[src/rtl/qpb_pkg.sv]
/*
  Constants shared by both ends of the quad-pumped data phase link.
  Assumes a 100 MHz local clock at the agent that makes the bus clock.
*/
package qpb_pkg;
  localparam int DATA_W = 64;
  localparam int GROUPS = 4;
  localparam int GROUP_W = 16;
  localparam int SUBPHASES = 4;
  localparam int CLK_PERIOD_NS = 10;
  localparam int BUS_PERIOD_NS = 160;
  localparam int DIV = BUS_PERIOD_NS / CLK_PERIOD_NS;
  localparam int CNT_W = 4;
  // Position within one bus period, in local clock cycles
  localparam logic [3:0] CNT_LAST = 4'(DIV - 1);
  localparam logic [3:0] CNT_HALF = 4'(DIV / 2);
  localparam logic [3:0] CNT_TAKE = 4'h7;
  localparam logic [3:0] CNT_LOAD = 4'hF;
  // Strobe edges: a falling edge sits in the middle of each sub-phase
  localparam logic [3:0] P_FALL_A = 4'h2;
  localparam logic [3:0] P_RISE_A = 4'h6;
  localparam logic [3:0] P_FALL_B = 4'hA;
  localparam logic [3:0] P_RISE_B = 4'hE;
  localparam logic [3:0] N_FALL_A = 4'h6;
  localparam logic [3:0] N_RISE_A = 4'hA;
  localparam logic [3:0] N_FALL_B = 4'hE;
  // Inversion when half or more of a group would be driven low
  localparam logic [4:0] INV_THRESH = 5'h08;
  localparam logic [GROUP_W-1:0] GROUP_IDLE = 16'hFFFF;
endpackage : qpb_pkg

[src/rtl/qpb_if.sv]
/*
  Wires of the quad-pumped data phase between the driving agent and the
  receiving processor agent. All link lines carry electrical levels.
*/
`timescale 1ns/100ps
`default_nettype none
interface qpb_if;
  logic bus_clk;
  logic [63:0] data;
  logic [3:0] strobe_positive;
  logic [3:0] strobe_negative;
  logic [3:0] group_inversion_flags;
  logic data_valid_flag;

  modport host (
    output bus_clk,
    output data,
    output strobe_positive,
    output strobe_negative,
    output group_inversion_flags,
    output data_valid_flag
  );
  modport dev (
    input bus_clk,
    input data,
    input strobe_positive,
    input strobe_negative,
    input group_inversion_flags,
    input data_valid_flag
  );
endinterface : qpb_if
`default_nettype wire

[src/rtl/qpb_host.sv]
/*
  Driving agent of the data phase: divides clk into the bus clock, takes one
  64-bit word per bus period and sends it as four encoded sub-phases.
  Assumes the receiver captures on strobe falling edges and samples the
  valid flag on the rising bus clock edge.
*/
`timescale 1ns/100ps
`default_nettype none
module qpb_host (
  input wire logic clk,
  input wire logic rst,
  input wire logic tx_valid,
  input wire logic [63:0] tx_data,
  output logic tx_ready,
  qpb_if.host bus
);
  logic [3:0] cnt_q, cnt_d;
  logic bus_clk_q, bus_clk_d;
  logic tx_ready_q, tx_ready_d;
  logic [63:0] hold_q, hold_d;
  logic hold_v_q, hold_v_d;
  logic [63:0] frame_q, frame_d;
  logic frame_v_q, frame_v_d;
  logic valid_n_q, valid_n_d;
  logic [63:0] data_q, data_d;
  logic [3:0] flag_q, flag_d;
  logic [3:0] sp_q, sp_d;
  logic [3:0] sn_q, sn_d;
  logic take;
  logic p_low, n_low;

  function automatic logic [4:0] ones(input logic [15:0] w);
    logic [4:0] n;
    n = 5'h00;
    for (int i = 0; i < qpb_pkg::GROUP_W; i++) begin
      n = n + {4'h0, w[i]};
    end
    return n;
  endfunction : ones

  // Logical 0 drives low; inverting keeps the low count at half or less
  function automatic logic [16:0] encode(input logic [15:0] w);
    if (ones(w) > qpb_pkg::INV_THRESH) begin
      return {1'b0, w};
    end else begin
      return {1'b1, ~w};
    end
  endfunction : encode

  assign take = tx_valid && tx_ready_q;

  always_comb begin
    cnt_d = (cnt_q == qpb_pkg::CNT_LAST) ? 4'h0 : cnt_q + 4'h1;
    bus_clk_d = (cnt_d < qpb_pkg::CNT_HALF);
    tx_ready_d = (cnt_d == qpb_pkg::CNT_TAKE);
    hold_d = hold_q;
    hold_v_d = hold_v_q;
    frame_d = frame_q;
    frame_v_d = frame_v_q;
    valid_n_d = valid_n_q;
    if (take) begin
      hold_d = tx_data;
    end
    if (cnt_q == qpb_pkg::CNT_TAKE) begin
      hold_v_d = take;
      valid_n_d = !take;
    end
    if (cnt_q == qpb_pkg::CNT_LOAD) begin
      frame_d = hold_q;
      frame_v_d = hold_v_q;
      hold_v_d = 1'b0;
    end
  end

  // Sub-phase shown in a cycle is cnt[3:2] of that cycle
  always_comb begin
    p_low = frame_v_d && ((cnt_d >= qpb_pkg::P_FALL_A && cnt_d < qpb_pkg::P_RISE_A) ||
                          (cnt_d >= qpb_pkg::P_FALL_B && cnt_d < qpb_pkg::P_RISE_B));
    n_low = frame_v_d && ((cnt_d >= qpb_pkg::N_FALL_A && cnt_d < qpb_pkg::N_RISE_A) ||
                          (cnt_d >= qpb_pkg::N_FALL_B));
  end

  for (genvar g = 0; g < qpb_pkg::GROUPS; g++) begin : g_grp
    logic [15:0] word;
    logic [16:0] enc;
    always_comb begin
      word = frame_d[cnt_d[3:2] * qpb_pkg::GROUP_W + g * qpb_pkg::DATA_W / qpb_pkg::GROUPS / qpb_pkg::SUBPHASES * 0 +: 16];
      enc = encode(word);
    end
    always_comb begin
      if (frame_v_d) begin
        data_d[g*qpb_pkg::GROUP_W +: qpb_pkg::GROUP_W] = enc[15:0];
        flag_d[g] = enc[16];
      end else begin
        data_d[g*qpb_pkg::GROUP_W +: qpb_pkg::GROUP_W] = qpb_pkg::GROUP_IDLE;
        flag_d[g] = 1'b1;
      end
      sp_d[g] = !p_low;
      sn_d[g] = !n_low;
    end
  end

  always_ff @(posedge clk or posedge rst) begin
    if (rst) begin
      cnt_q <= 4'h0;
      bus_clk_q <= 1'b0;
      tx_ready_q <= 1'b0;
      hold_q <= 64'h0;
      hold_v_q <= 1'b0;
      frame_q <= 64'h0;
      frame_v_q <= 1'b0;
      valid_n_q <= 1'b1;
      data_q <= 64'hFFFF_FFFF_FFFF_FFFF;
      flag_q <= 4'hF;
      sp_q <= 4'hF;
      sn_q <= 4'hF;
    end else begin
      cnt_q <= cnt_d;
      bus_clk_q <= bus_clk_d;
      tx_ready_q <= tx_ready_d;
      hold_q <= hold_d;
      hold_v_q <= hold_v_d;
      frame_q <= frame_d;
      frame_v_q <= frame_v_d;
      valid_n_q <= valid_n_d;
      data_q <= data_d;
      flag_q <= flag_d;
      sp_q <= sp_d;
      sn_q <= sn_d;
    end
  end

  assign tx_ready = tx_ready_q;
  assign bus.bus_clk = bus_clk_q;
  assign bus.data = data_q;
  assign bus.group_inversion_flags = flag_q;
  assign bus.strobe_positive = sp_q;
  assign bus.strobe_negative = sn_q;
  assign bus.data_valid_flag = valid_n_q;
endmodule : qpb_host
`default_nettype wire

[src/flat_wrapper.sv]
// flat-port wrapper written by rule: the top's interface ports become plain ports
module qpb_host_flat 
  (clk, rst, tx_valid, tx_data, tx_ready, bus_bus_clk, bus_data, bus_strobe_positive, bus_strobe_negative, bus_group_inversion_flags, bus_data_valid_flag);
  qpb_if bus_i ();
  input wire logic clk;
  input wire logic rst;
  input wire logic tx_valid;
  input wire logic [63:0] tx_data;
  output logic tx_ready;
  output wire logic [$bits(bus_i.bus_clk)-1:0] bus_bus_clk;
  output wire logic [$bits(bus_i.data)-1:0] bus_data;
  output wire logic [$bits(bus_i.strobe_positive)-1:0] bus_strobe_positive;
  output wire logic [$bits(bus_i.strobe_negative)-1:0] bus_strobe_negative;
  output wire logic [$bits(bus_i.group_inversion_flags)-1:0] bus_group_inversion_flags;
  output wire logic [$bits(bus_i.data_valid_flag)-1:0] bus_data_valid_flag;
  assign bus_bus_clk = bus_i.bus_clk;
  assign bus_data = bus_i.data;
  assign bus_strobe_positive = bus_i.strobe_positive;
  assign bus_strobe_negative = bus_i.strobe_negative;
  assign bus_group_inversion_flags = bus_i.group_inversion_flags;
  assign bus_data_valid_flag = bus_i.data_valid_flag;
  qpb_host u_core (.clk(clk), .rst(rst), .tx_valid(tx_valid), .tx_data(tx_data), .tx_ready(tx_ready), .bus(bus_i));
endmodule
[config.mk]
export PLATFORM = sky130hd
export DESIGN_NAME = qpb_host_flat
export DESIGN_NICKNAME = d
export VERILOG_FILES = /design/src/rtl/qpb_pkg.sv /design/src/rtl/qpb_if.sv /design/src/rtl/qpb_host.sv /design/src/flat_wrapper.sv
export SDC_FILE = /design/constraint.sdc
export NUM_CORES = 1
export LEC_CHECK = 0
export BUFFER_PORTS_ARGS = -buffer_cell sky130_fd_sc_hd__buf_2
export CAP_MARGIN = 30
export CORE_MARGIN = 2
export CORE_UTILIZATION = 30
export DETAILED_ROUTE_END_ITERATION = 10
export GPL_TIMING_DRIVEN = 0
export PLACE_DENSITY = 0.54
export SETUP_SLACK_MARGIN = 0.05
export SLEW_MARGIN = 25
export SYNTH_ARGS = -nofsm -noshare
export SYNTH_HDL_FRONTEND = slang
export SYNTH_SLANG_ARGS = --single-unit
[constraint.sdc]
create_clock -name clk -period 7.4 [get_ports clk]
set_input_delay 0.74 -clock clk [delete_from_list [all_inputs] [get_ports clk]]
set_output_delay 0.74 -clock clk [all_outputs]
set_load 0.01 [all_outputs]
==> results_dict.tcl <==
set metrics [dict create \
    core_mm2 0.0269 \
    cts_buffer_depth 2 \
    fill_cells 2742 \
    drt-total-wl_um 21200 \
    post-route-period-util_pct 87.8 \
    finalHoldViolations 0 \
    rows 60 \
    rsz0062_at_grt "false" \
    clkSinkCount 156 \
    initial_core_util_pct 30.4 \
    area_growth_pct 22.4 \
    grtUsageTotal_pct 15.2 \
    critPathCaptureType "flop" \
    drive_gt1_share_pct 41.6 \
    hp-class "input pin to asynchronous set/reset pin" \
    powerDensity_mw_per_mm2 281 \
    timing.setup.tns_ps 0 \
    cts_hold_buffers 0 \
    power_mw 2.81 \
    io_pins 146 \
    cts_setup_buffers 0 \
    critPathLaunchType "flop" \
    max_slew.worst_pin.slew_ps 672 \
    clk_pin_slew_ps 70 \
    design_area_mm2 0.0100 \
    antenna_left 0 \
    crit_fanout 10 \
    yosysSeqAreaShare_pct 48.0 \
    fp.dieW_um 169 \
    yosysWarnings 0 \
    place.gp.congestion 0.854 \
    setup_viol 0 \
    cts_resized 0 \
    grt_overflow 0 \
    final_net_count 1027 \
    p_leak_nw 4.66 \
    peakVddDrop_mv 0.126 \
    grt_pass1_wl_um 33200 \
    fmax_ghz 0.154 \
    ys_types 31 \
    wire_per_inst_um 16.4 \
    ys_ff_latch 156 \
    drcViolationCount 0 \
    htreeDepth 4 \
    vias 5900 \
    fin_crit_ps 6500 \
    cts_root_buf "clkbuf_16" \
    reg2reg_depth 21 \
    cts_buffers 17 \
    setup_slack_ps 900 \
    postSynthAreaPerCell_um2 10.5 \
    status "finished clean" \
    die_area_mm2 0.0286 \
    drt_iter0_markers 362 \
    critPathKind "flop to flop" \
    synth_area_mm2 0.00818 \
    antenna_found_initial 0 \
    worstPathRequired_ps 7750 \
    slew_headroom_pct 55.2 \
    path_common_cell "fa_1" \
    grt_pass1_vias 5867 \
    antennaDiodeCount 0 \
    grt_max_degree 80 \
    syn-num-nets 861 \
    syn_inst 776 \
    dp_hpwl_um 15200 \
    crit_arrival_ps 6850 \
    cts_tree "built" \
    dr.pass1.iters 5 \
    slew_violations 0 \
    port_buffers 145 \
    viasPerCell 4.55 \
    critPathMaxStageDelay_ps 540 \
    crit_slowest_cell "fa_1" \
    place_area_mm2 0.00939 \
    post-place-ws_ps 902 \
    die_height_um 169 \
    clkLatencyLatePin_ps 440 \
    fin_worst_skew_ps 18.1 \
    drv_cap 0 \
    hold_ws_ps 404 \
    cp_cell_sequence "ha_1 > buf_4 > buf_2 > buf_2 > a21oi_1 > a21oi_1 > mux2i_1 > ha_1 > fa_1 > fa_1 > fa_1 > inv_1 > fa_1 > fa_1 > fa_1 > a41o_1 > mux2i_1 > and3_1 > buf_2 > buf_2 > mux2i_1" \
]
state kept, by name, indices dropped and copies added (netlist names):
name and count:
u_core.frame_q 64, u_core.hold_q 64, u_core.bus.data 16, u_core.cnt_q 4
u_core.bus.bus_clk 1, u_core.bus.data_valid_flag 1, u_core.bus.group_inversion_flags 1, u_core.bus.strobe_negative 1
u_core.bus.strobe_positive 1, u_core.frame_v_q 1, u_core.hold_v_q 1, u_core.tx_ready 1
worst max-delay path: cells and delay by family (launching register included):
kind	cells	cell delay, ps
AOI/OAI and AO/OA	3	520
adders and majority gates	8	3580
buffers and inverters	6	1170
DFF	1	450
muxes	3	520
and+or+nand+nor	1	180
cells in the final DEF (no fill, tap or decap), types with 4 or more instances in the layout:
| master | n |
|---|---|
| mux2i_2 | 7 |
| buf_1 | 7 |
| o21ai_0 | 35 |
| buf_2 | 162 |
| nor2_1 | 5 |
| ha_1 | 8 |
| mux2i_1 | 52 |
| fa_1 | 10 |
| clkbuf_16 | 17 |
| mux2_2 | 103 |
| bufinv_16 | 4 |
| a21oi_1 | 66 |
| dfrtp_1 | 136 |
| clkbuf_1 | 15 |
| buf_6 | 6 |
| dfstp_2 | 20 |
| inv_1 | 14 |
| nand2_1 | 200 |
| buf_4 | 61 |
area by class of cell:
cell class | count | area [um2] | share of cell area [%]
flip-flops and latches | 156 | 3930 | 39.2
clock inverters | 10 | 165 | 1.65
multi-input cells | 501 | 3480 | 34.8
well taps | 341 | 427 | 4.26
plain buffers | 104 | 713 | 7.12
clock buffers | 22 | 454 | 4.54
repair buffers | 147 | 781 | 7.80
inverters | 15 | 63.8 | 0.637
Yosys cell counts:
library cell	count	area [um2]
a21boi_2	1	11.3
a21o_1	1	7.51
a21oi_1	66	330
a41o_1	1	10.0
and3_1	3	18.8
and3_4	1	11.3
and4b_1	1	10.0
buf_1	7	26.3
buf_12	1	20.0
buf_2	17	85.1
buf_4	61	458
buf_6	6	67.6
buf_8	1	15.0
clkbuf_1	11	41.3
dfrtp_1	136	3400
dfstp_2	20	526
fa_1	10	200
ha_1	8	100
inv_1	15	56.3
mux2_2	103	1160
mux2i_1	52	521
mux2i_2	7	96.3
nand2_1	200	751
nand3_1	1	5.00
nand3_2	1	10.0
nor2_1	5	18.8
nor3_1	2	10.0
o21ai_0	35	175
o21ai_2	1	8.76
o21ai_4	1	16.3
xnor2_1	1	8.76
per-stage QoR:
step	utilization (%)	std cells
finish	37.3	1296
global route	37.3	1296
CTS	37.3	1296
detailed placement	34.9	1264
global placement	34.7	1262
floorplan	-	776
worst paths after layout:
| check | start | end | slack [ps] |
|---|---|---|---|
| worst max-delay path | u_core.cnt_q[0]$_DFF_PP0_ | u_core.bus.data[50]$_DFF_PP1_ | 900 |
| worst max register to register | u_core.cnt_q[0]$_DFF_PP0_ | u_core.bus.data[50]$_DFF_PP1_ | 900 |
| max in group asynchronous | rst | u_core.bus.data[53]$_DFF_PP1_ | 6600 |
| min in group clk | u_core.hold_q[50]$_DFFE_PP0P_ | u_core.frame_q[50]$_DFF_PP0_ | 460 |
| worst min-delay path | rst | u_core.hold_q[48]$_DFFE_PP0P_ | 400 |
| worst min register to register | u_core.hold_q[50]$_DFFE_PP0P_ | u_core.frame_q[50]$_DFF_PP0_ | 460 |
routing by layer:
layer | track usage [%] | up-vias | part of all wire (%)
li1 | - | 2874 | -
met1 | 21.1 | 2853 | 47
met2 | 23.9 | 145 | 46
met3 | 3.02 | 28 | 4.6
met4 | 5.05 | 0 | 1.8
met5 | 0 | - | 0
power by group:
part           switching [mW]  internal (mW)
logic                   0.387          0.419
clock network           0.360          0.575
registers              0.0846          0.985
kinds of logic after synthesis:
kind of cell / Yosys count / share of synthesized area (%)
AND/OR/NAND/NOR: 214 / 10.2
XOR/XNOR: 1 / 0.107
flip-flops: 156 / 48.0
buffers and inverters: 119 / 9.41
AO/OA/AOI/OAI: 106 / 6.84
adder cells (fa/ha/maj): 18 / 3.67
multiplexers: 162 / 21.7
No activity file was read; power rests on OpenSTA's default activity.
